===== src/hw/exec_pkg.sv =====
// Purpose: shared types and constants for the subtract/skip/bit execution slice
// Assumes: 8-bit data path, one operation per request
// Notes: flag word is a packed struct, one bit per status flag
package exec_pkg;
	localparam int DATA_W = 8;
	localparam logic [7:0] BYTE_ALL_ONES = 8'hFF;
	localparam logic [7:0] BYTE_ZERO = 8'h00;
	localparam logic [7:0] BYTE_ONE = 8'h01;
	localparam int SIGN_BIT = 7;
	localparam int NIBBLE_TOP = 3;
	// cycles for a taken skip (one execute plus one dummy fetch)
	localparam logic [1:0] SKIP_TAKEN_CYCLES = 2'h2;
	localparam logic [1:0] SKIP_PLAIN_CYCLES = 2'h1;

	typedef enum logic [4:0] {
		OP_NONE,
		OP_ROTATE_RIGHT_CARRY_TO_WORK,
		OP_SUBTRACT,
		OP_SUBTRACT_IMM,
		OP_MINUS_TO_MEMORY,
		OP_SUBTRACT_WITH_BORROW,
		OP_SUBTRACT_WITH_BORROW_IMM,
		OP_BORROW_MINUS_TO_MEMORY,
		OP_DECREMENT_SKIP_ZERO,
		OP_DECREMENT_SKIP_TO_WORK,
		OP_INCREMENT_SKIP_ZERO,
		OP_INCREMENT_SKIP_TO_WORK,
		OP_SKIP_NONZERO,
		OP_SKIP_NONZERO_BIT,
		OP_SKIP_ON_ZERO,
		OP_SKIP_ON_ZERO_BIT,
		OP_COPY_SKIP_ZERO,
		OP_SET_BYTE,
		OP_SET_BIT,
		OP_NIBBLE_EXCHANGE,
		OP_NIBBLE_EXCHANGE_TO_WORK
	} op_t;

	typedef struct packed {
		logic signed_wrap_flag;
		logic zero;
		logic nibble_carry_flag;
		logic carry;
		logic signed_result_flag;
		logic chained_zero_flag;
	} flags_t;

	localparam flags_t FLAGS_RESET = '0;

	typedef struct packed {
		logic valid;
		op_t op;
		logic [7:0] mem_data;
		logic [7:0] imm;
		logic [2:0] bit_sel;
	} request_t;

	typedef struct packed {
		logic done;
		logic mem_we;
		logic [7:0] mem_wdata;
		logic work_we;
		logic [7:0] work_next;
		logic flags_we;
		logic skip;
		logic [1:0] cycles;
	} result_t;
endpackage


===== src/hw/subtract_skip_bit_ops_exec.sv =====
// Purpose: execute rotate, subtract, skip, set and nibble-exchange operations
// Assumes: decode supplies operand byte and immediate; core owns memory and pc
// Notes: one-cycle latency; results registered, flags held in this block
`timescale 1ns/1ns
module subtract_skip_bit_ops_exec (
	// clock and reset
	input wire logic clock_i,
	input wire logic reset_i,
	// request from decode
	input wire exec_pkg::request_t request_i,
	// current work register value held by the core
	input wire logic [7:0] work_i,
	// results
	output exec_pkg::result_t result_o,
	output exec_pkg::flags_t flags_o
);
	import exec_pkg::*;

	typedef struct packed {
		result_t res;
		flags_t flags;
	} state_t;

	state_t state_reg;
	state_t state_next;

	// ----------------------------------------
	// subtract core
	// ----------------------------------------
	logic sub_sel;
	logic sub_borrow_form;
	logic [7:0] sub_rhs;
	logic borrow_in;
	logic [8:0] diff_full;
	logic [4:0] diff_low;
	logic [7:0] diff;
	logic [7:0] bit_mask;
	logic [7:0] mem_dec;
	logic [7:0] mem_inc;
	logic [7:0] swapped;
	logic bit_val;

	always_comb begin
		sub_borrow_form = (request_i.op == OP_SUBTRACT_WITH_BORROW)
			|| (request_i.op == OP_SUBTRACT_WITH_BORROW_IMM)
			|| (request_i.op == OP_BORROW_MINUS_TO_MEMORY);
		sub_sel = sub_borrow_form || (request_i.op == OP_SUBTRACT)
			|| (request_i.op == OP_SUBTRACT_IMM) || (request_i.op == OP_MINUS_TO_MEMORY);
		sub_rhs = ((request_i.op == OP_SUBTRACT_IMM)
			|| (request_i.op == OP_SUBTRACT_WITH_BORROW_IMM)) ? request_i.imm
			: request_i.mem_data;
		// borrow is the inverse of carry
		borrow_in = sub_borrow_form & ~state_reg.flags.carry;
		diff_full = {1'h0, work_i} - {1'h0, sub_rhs} - {8'h00, borrow_in};
		diff_low = {1'h0, work_i[3:0]} - {1'h0, sub_rhs[3:0]} - {4'h0, borrow_in};
		diff = diff_full[7:0];
		mem_dec = request_i.mem_data - BYTE_ONE;
		mem_inc = request_i.mem_data + BYTE_ONE;
		swapped = {request_i.mem_data[3:0], request_i.mem_data[7:4]};
	end

	// ----------------------------------------
	// per-bit select for the bit forms
	// ----------------------------------------
	// one-hot decode instead of a shift, so each bit keeps its own small cone
	logic [7:0] bit_pick;

	for (genvar g = 0; g < DATA_W; g++) begin : g_bit
		assign bit_mask[g] = (request_i.bit_sel == 3'(g));
		assign bit_pick[g] = bit_mask[g] & request_i.mem_data[g];
	end

	assign bit_val = |bit_pick;

	// ----------------------------------------
	// subtract flags
	// ----------------------------------------
	// worked out beside the adder so the next-state case stays a plain table
	flags_t sub_flags;
	logic diff_is_zero;
	logic operand_sign_differs;
	logic result_sign_moved;

	always_comb begin
		diff_is_zero = (diff == BYTE_ZERO);
		operand_sign_differs = (work_i[SIGN_BIT] != sub_rhs[SIGN_BIT]);
		result_sign_moved = (diff[SIGN_BIT] != work_i[SIGN_BIT]);
		// carry set means no borrow out of the top bit
		sub_flags.carry = ~diff_full[DATA_W];
		sub_flags.zero = diff_is_zero;
		// borrow-in counts against the low nibble as well
		sub_flags.nibble_carry_flag = ~diff_low[NIBBLE_TOP + 1];
		sub_flags.signed_wrap_flag = operand_sign_differs && result_sign_moved;
		// true sign of the wide result, not bit 7 of the stored byte
		sub_flags.signed_result_flag = diff[SIGN_BIT] ^ sub_flags.signed_wrap_flag;
		// borrow chains keep an earlier nonzero byte visible
		sub_flags.chained_zero_flag = sub_borrow_form
			? (state_reg.flags.chained_zero_flag && diff_is_zero)
			: diff_is_zero;
	end

	// ----------------------------------------
	// next state
	// ----------------------------------------
	always_comb begin
		state_next = state_reg;
		state_next.res = '0;
		state_next.res.done = request_i.valid;
		state_next.res.cycles = SKIP_PLAIN_CYCLES;
		if (request_i.valid) begin
			case (request_i.op)
				OP_ROTATE_RIGHT_CARRY_TO_WORK: begin
					// memory untouched, only carry changes
					state_next.res.work_we = 1'b1;
					state_next.res.work_next = {state_reg.flags.carry,
						request_i.mem_data[7:1]};
					state_next.flags.carry = request_i.mem_data[0];
				end
				OP_SUBTRACT, OP_SUBTRACT_IMM, OP_SUBTRACT_WITH_BORROW,
				OP_SUBTRACT_WITH_BORROW_IMM: begin
					state_next.res.work_we = 1'b1;
					state_next.res.work_next = diff;
				end
				OP_MINUS_TO_MEMORY, OP_BORROW_MINUS_TO_MEMORY: begin
					state_next.res.mem_we = 1'b1;
					state_next.res.mem_wdata = diff;
				end
				OP_DECREMENT_SKIP_ZERO: begin
					state_next.res.mem_we = 1'b1;
					state_next.res.mem_wdata = mem_dec;
					state_next.res.skip = (mem_dec == BYTE_ZERO);
				end
				OP_DECREMENT_SKIP_TO_WORK: begin
					state_next.res.work_we = 1'b1;
					state_next.res.work_next = mem_dec;
					state_next.res.skip = (mem_dec == BYTE_ZERO);
				end
				OP_INCREMENT_SKIP_ZERO: begin
					state_next.res.mem_we = 1'b1;
					state_next.res.mem_wdata = mem_inc;
					state_next.res.skip = (mem_inc == BYTE_ZERO);
				end
				OP_INCREMENT_SKIP_TO_WORK: begin
					state_next.res.work_we = 1'b1;
					state_next.res.work_next = mem_inc;
					state_next.res.skip = (mem_inc == BYTE_ZERO);
				end
				OP_SKIP_NONZERO: begin
					state_next.res.skip = (request_i.mem_data != BYTE_ZERO);
				end
				OP_SKIP_NONZERO_BIT: begin
					state_next.res.skip = bit_val;
				end
				OP_SKIP_ON_ZERO: begin
					state_next.res.skip = (request_i.mem_data == BYTE_ZERO);
				end
				OP_SKIP_ON_ZERO_BIT: begin
					state_next.res.skip = ~bit_val;
				end
				OP_COPY_SKIP_ZERO: begin
					state_next.res.work_we = 1'b1;
					state_next.res.work_next = request_i.mem_data;
					state_next.res.skip = (request_i.mem_data == BYTE_ZERO);
				end
				OP_SET_BYTE: begin
					state_next.res.mem_we = 1'b1;
					state_next.res.mem_wdata = BYTE_ALL_ONES;
				end
				OP_SET_BIT: begin
					state_next.res.mem_we = 1'b1;
					state_next.res.mem_wdata = request_i.mem_data | bit_mask;
				end
				OP_NIBBLE_EXCHANGE: begin
					state_next.res.mem_we = 1'b1;
					state_next.res.mem_wdata = swapped;
				end
				OP_NIBBLE_EXCHANGE_TO_WORK: begin
					state_next.res.work_we = 1'b1;
					state_next.res.work_next = swapped;
				end
				default: begin
					state_next.res.done = 1'b1;
				end
			endcase
			if (sub_sel) begin
				// all six flags follow each subtract
				state_next.res.flags_we = 1'h1;
				state_next.flags = sub_flags;
			end
			if (request_i.op == OP_ROTATE_RIGHT_CARRY_TO_WORK) begin
				state_next.res.flags_we = 1'b1;
			end
			if (state_next.res.skip) begin
				state_next.res.cycles = SKIP_TAKEN_CYCLES;
			end
		end else begin
			state_next.res.done = 1'b0;
		end
	end

	// ----------------------------------------
	// registers
	// ----------------------------------------
	always_ff @(posedge clock_i or posedge reset_i) begin
		if (reset_i) begin
			state_reg <= '{res: '0, flags: FLAGS_RESET};
		end else begin
			state_reg <= state_next;
		end
	end

	assign result_o = state_reg.res;
	assign flags_o = state_reg.flags;
endmodule


===== config.mk =====
export PLATFORM = sky130hd
export DESIGN_NAME = subtract_skip_bit_ops_exec
export DESIGN_NICKNAME = d
export VERILOG_FILES = /design/src/hw/exec_pkg.sv /design/src/hw/subtract_skip_bit_ops_exec.sv
export SDC_FILE = /design/constraint.sdc
export NUM_CORES = 1
export LEC_CHECK = 0
export BUFFER_PORTS_ARGS = -buffer_cell sky130_fd_sc_hd__buf_2
export CAP_MARGIN = 20
export CORE_MARGIN = 8
export CORE_UTILIZATION = 34
export CTS_CLUSTER_DIAMETER = 100
export DETAILED_ROUTE_END_ITERATION = 7
export HOLD_SLACK_MARGIN = 0.05
export SLEW_MARGIN = 20
export SYNTH_ARGS = -nofsm -noshare
export SYNTH_HDL_FRONTEND = slang
export SYNTH_SLANG_ARGS = --single-unit

===== constraint.sdc =====
create_clock -name clock_i -period 3.4 [get_ports clock_i]
set_input_delay 0.68 -clock clock_i [delete_from_list [all_inputs] [get_ports clock_i]]
set_output_delay 0.68 -clock clock_i [all_outputs]
set_load 0.05 [all_outputs]

# Word-level counts from Yosys, hierarchy flattened
# Index checks and enable logic that the tools add are counted.
# Widths: inputs -> output; s select.
# op_classes
n_eq_ne,29
reduce_logical,23
mux,13
n_addsub,6
n_bitwise,15
# ops
cell,count
$pmux 9 s6,2
$eq 5x4->1 const B,8
$logic_not 8->1,4
$mux 28,1
$eq 5x5->1 const B,5
$eq 5x3->1 const B,4
$eq 3x3->1 const B,4
$eq 5x2->1 const B,2
$and 1x1->1,9
$sub 8x8->9,1
$sub 9x1->9,1
$add 8x1->8 const B,1
$mux 8,1
$or 8x8->8,1
$reduce_bool 8->1,1
$reduce_or 2->1,4
$reduce_or 8->1,1
$sub 8x1->8 const B,1
$eq 3x2->1 const B,2
$logic_or 1x1->1,6
$mux 1,6
$mux 6,1
$pmux 1 s6,1
$eq 5x1->1 const B,1
other kinds (12),18
# totals
wordCells,100
out_inout_bits,29
inputBits,35
ff_bits,29

# Depth between registers and ports, before layout
# logic_depth
depth_word,10
ltp_mapped,14
ltp_nobuf,12

# Worst setup path before layout
# Ideal clock, no wire load.
# synth_timing
path_type,input to register
start,input port request_i[19] in the netlist's numbering
end,register state_reg (netlist bit flags_o[0])
t_arrival_ps,4019
path_buffers,2
setup_slack_ps,-684
setup_time_ps,65
stages,13
path_cell_list,clkbuf_1 -> buf_2 -> xor2_1 -> nand3_1 -> mux2_2 -> fa_1 -> inv_1 -> ha_1 -> xor2_1 -> or3_1 -> or4_4 -> a2111oi_2 -> a21o_1
# synth_via
elab_chain_cells,8
elab_cells_between_ends,20
classes_between,add/sub (2); eq/ne (6); mux (2); bitwise (1); reduce/logical (9)
# synth_rtl
element,line,rtl
from (decl),subtract_skip_bit_ops_exec.sv:10,"input wire exec_pkg::request_t request_i,"
"$eq 5x2->1, or another cell as far along","subtract_skip_bit_ops_exec.sv:48, subtract_skip_bit_ops_exec.sv:49",
"$logic_or 1x1->1, on equally long branches","subtract_skip_bit_ops_exec.sv:50, subtract_skip_bit_ops_exec.sv:45",
$mux 8 or $logic_or 1x1->1 (tied branches),"subtract_skip_bit_ops_exec.sv:50, subtract_skip_bit_ops_exec.sv:46",
$sub 8x8->9 or $and 1x1->1 (tied branches),"subtract_skip_bit_ops_exec.sv:54, subtract_skip_bit_ops_exec.sv:53",
$sub 9x1->9,subtract_skip_bit_ops_exec.sv:54,"diff_full = {1'h0, work_i} - {1'h0, sub_rhs} - {8'h00, borrow_in};"
$logic_not 8->1,subtract_skip_bit_ops_exec.sv:85,diff_is_zero = (diff == BYTE_ZERO);
$logic_and 1x1->1,subtract_skip_bit_ops_exec.sv:98,? (state_reg.flags.chained_zero_flag && diff_is_zero)
$mux 1,subtract_skip_bit_ops_exec.sv:98,
to (signal assigned),subtract_skip_bit_ops_exec.sv:206,"state_reg <= '{res: '0, flags: FLAGS_RESET};"
to (signal assigned),subtract_skip_bit_ops_exec.sv:208,state_reg <= state_next;
to (decl),subtract_skip_bit_ops_exec.sv:24,state_t state_reg;
# Parallel ways exist; a longest one is shown, timed or not.
# A chain may end at the register's enable or synchronous reset.

# Final worst setup path
# layout_timing
start,input port request_i[21] in the netlist's numbering
end,register state_reg (netlist bit flags_o[0])
# The elaborated chain is that of the path after synthesis.

==> flow_summary.json <==
{
  "initial_detailed_routing_violation_count": 400,
  "cts_buffers": 3,
  "regArea_um2": 701,
  "dp_worst_setup_slack_ns": -0.314,
  "slew_headroom_pct": 45.7,
  "slew_at_the_pin_closest_to_its_max_slew_limit_ns": 0.808,
  "grt.total_usage_pct": 15.8,
  "worst_r2r_startpoint": "flags_o[2]$_DFFE_PP0P_",
  "yosys-top-cells-area": "dfrtp_1 (24%), ha_1 (7.8%), o21ai_0 (5.4%)",
  "drive_above_1_share_pct": 32.4,
  "antenna_violations_before_repair": 0,
  "fp.dieArea_um2": 11700,
  "synthArstFlopShare_pct": 100,
  "synth.top_cell.area_share_pct": 24.2,
  "max_cap_viol_count": 0,
  "number_of_hold_buffers_added_after_cts": 0,
  "die_h_um": 108,
  "powerDensity_nw_per_um2": 314,
  "dpl.hpwl_mm": 7.53,
  "overall_routed_net_length_mm": 9.51,
  "mappedNetlistArea_um2": 2890,
  "register_area_share_after_synthesis_pct": 24.2,
  "grt_pass1_wl_mm": 15.0,
  "end_kind": "register",
  "share_seq_of_total_power_pct": 31.6,
  "worst_path_arrival_ns": 3.55,
  "number_of_diodes": 0,
  "synth_top_area_cell": "dfrtp_1",
  "clkLatencyLatePin_ns": 0.27,
  "syn_nets": 426,
  "total_global_routing_overflow": 0,
  "place.detailed.instances": 549,
  "ratio_of_final_minimum_period_to_clock_period_pct": 97.9,
  "power.share.clock_pct": 17.7,
  "avgViaCountPerCell": 5.51,
  "report.power.total_mw": 1.15,
  "maxClockFrequency_ghz": 0.300,
  "leakagePower_nw": 1.68,
  "cpMostUsedCell": "xor2_2",
  "postSynthRegisterBits": 28,
  "peakVddDrop_mv": 0.135,
  "clk_pin_slew_worst_paths_ns": 0.09,
  "core.rowCount": 33,
  "port_buffers": 63,
  "timing.critical_path.slowest_cell_delay_ns": 0.54,
  "route.vias.total": 3045,
  "grt_start_max_net_pins": 29,
  "power_report.internal_total_mw": 0.686,
  "worstSetupPathType": "in -> reg",
  "areaGrowthSynthToFinish_pct": 26.3,
  "final_critical_path_setup_slack_ns": 0.0708,
  "area_occupied_by_multi_input_gates_um2": 2000,
  "setup_viol_count_final": 0,
  "nFillCells": 863,
  "core-area_um2": 8220,
  "final_antenna_net_count": 0,
  "initial_core_util_pct": 35.2,
  "wl_per_cell_um": 17.2,
  "combinationalPowerShare_pct": 50.6,
  "fin_setup_tns_ns": 0,
  "hold_violations": 0,
  "buffer_type_at_the_clock_tree_root": "clkbuf_8",
  "synth_warnings": 0,
  "critPathSlowestCell": "or4_4",
  "switching_power_mw": 0.461,
  "number_of_enable_type_register_cells_in_the_synthesized_netlist": 0,
  "via_count_of_the_first_global_routing_pass": 2892,
  "total_clock_sinks": 28,
  "cts.htree.levels": 1,
  "timing.critical_path.from_type": "input port",
  "kind_of_path_behind_the_tightest_hold_check": "in -> async",
  "fin_worst_hold_slack_ns": 0.456,
  "design.final.nets": 504,
  "worst-endpoint-required_ns": 3.62,
  "cell_by_cell_trace_of_the_critical_path": "buf_8 > xor2_2 > nand3_2 > mux2_4 > fa_1 > inv_2 > ha_4 > xor2_2 > or3_1 > or4_4 > a2111oi_4 > a21o_1",
  "netlist_top_cells_count": "nand2_1 (39), inv_1 (34), o21ai_0 (31), dfrtp_1 (28)",
  "period_minus_slack_ns": 3.33,
  "die_w_um": 108,
  "rsz_0062_raised_after_global_routing": "yes",
  "place_congestion": 0.928,
  "critical_path.startpoint": "request_i[21]",
  "netlist_instances": 371,
  "run_status": "finished, final reports clean",
  "utilization_pct": 44.4,
  "instances_no_fill": 553,
  "tritoncts": "done",
  "drcViolationCount": 0,
  "boundary_pin_count": 64,
  "most_instantiated_library_cell_after_synthesis": "nand2_1",
  "dpl_cell_area_um2": 3530,
  "switch_share_pct": 40.2,
  "timing.clock.skew_ns": 0.00366,
  "firstDrtPassIters": 6,
  "synth_ff_type": "dfrtp_1",
  "critical_path_peak_fanout": 2,
  "synth_area_per_cell_um2": 7.79,
  "postLayoutCellArea_um2": 3650,
  "synth_cell_types": 60,
  "timing_max_transition_violations_final": 0,
  "clock_tree.buffer_depth": 2
}
==> power groups by stage <==
stage	clock network, mW	logic (mW)	registers [mW]
final	0.204	0.580	0.363
after global routing	0.223	0.632	0.366
after CTS	0.210	0.564	0.364
after detailed placement	0	0.560	0.370
after global placement	0	0.554	0.370
after floorplan	0	0.292	0.441
==> worst max-delay path: cells and delay by family <==
family | cells | cell delay, ns
buffers and inverters | 2 | 0.15
AOI/OAI and AO/OA | 2 | 0.31
and+or+nand+nor | 3 | 1.03
xor gates and xnor gates | 2 | 0.29
muxes | 1 | 0.33
adders and majority gates | 2 | 0.73
==> registers in the layout, summed over array words and instances, names as in the netlist <==
name	flops
flags_o	6
result_o	22
==> layout make-up <==
type | instances | area share, %
clock buffer | 4 | 1.51
inverter | 34 | 3.50
multi-input combinational | 279 | 54.9
sequential | 28 | 19.2
tap | 105 | 3.60
timing repair buffer | 103 | 17.3
==> path summary, 6_finish.rpt <==
path / endpoint / slack [ns] / depth (start not counted)
setup / recovery: flags_o[0]$_DFFE_PP0P_ / 0.07 / 12
max in group asynchronous: result_o[0]$_DFF_PP0_ / 2.55 / 2
min in group clock_i: flags_o[5]$_DFFE_PP0P_ / 0.48 / 2
setup reg to reg: flags_o[0]$_DFFE_PP0P_ / 0.42 / 10
hold / removal: flags_o[1]$_DFFE_PP0P_ / 0.46 / 2
hold reg to reg: flags_o[5]$_DFFE_PP0P_ / 0.48 / 2
==> placed cells by master (no fill, tap or decap), types with 7 or more instances in the layout <==
master	n
nand4_1	8
a31oi_1	13
ha_1	17
a22oi_1	16
a21oi_1	17
mux2_2	10
dfrtp_1	28
o21ai_0	28
nand3_1	12
xor2_1	8
nor2_1	18
buf_2	61
xnor2_1	8
nand2_1	39
inv_1	32
nand2b_1	7
buf_4	40
==> routing by layer <==
layer	track usage (%)	up-vias	routed length, um
li1	-	1487	-
met4	4.26	0	163
met3	2.91	15	876
met2	25.5	139	4370
met5	0	-	0
met1	21.0	1404	4100
==> repair_timing <==
item                                   CTS  global route
gates resized for setup                  2            10
setup buffers                            0             0
endpoints found under the hold margin    0             0
pin swaps                                2             4
setup endpoints to repair                4             6
==> kinds of logic after synthesis <==
family	Yosys count	synth area share (%)
and+or+nand+nor	118	21.8
AOI/OAI and AO/OA	111	25.6
buffers and inverters	64	9.09
DFF	28	24.2
adders and majority gates	20	9.18
xor gates and xnor gates	18	5.45
muxes	12	4.63
No activity file was read; power rests on OpenSTA's default activity.
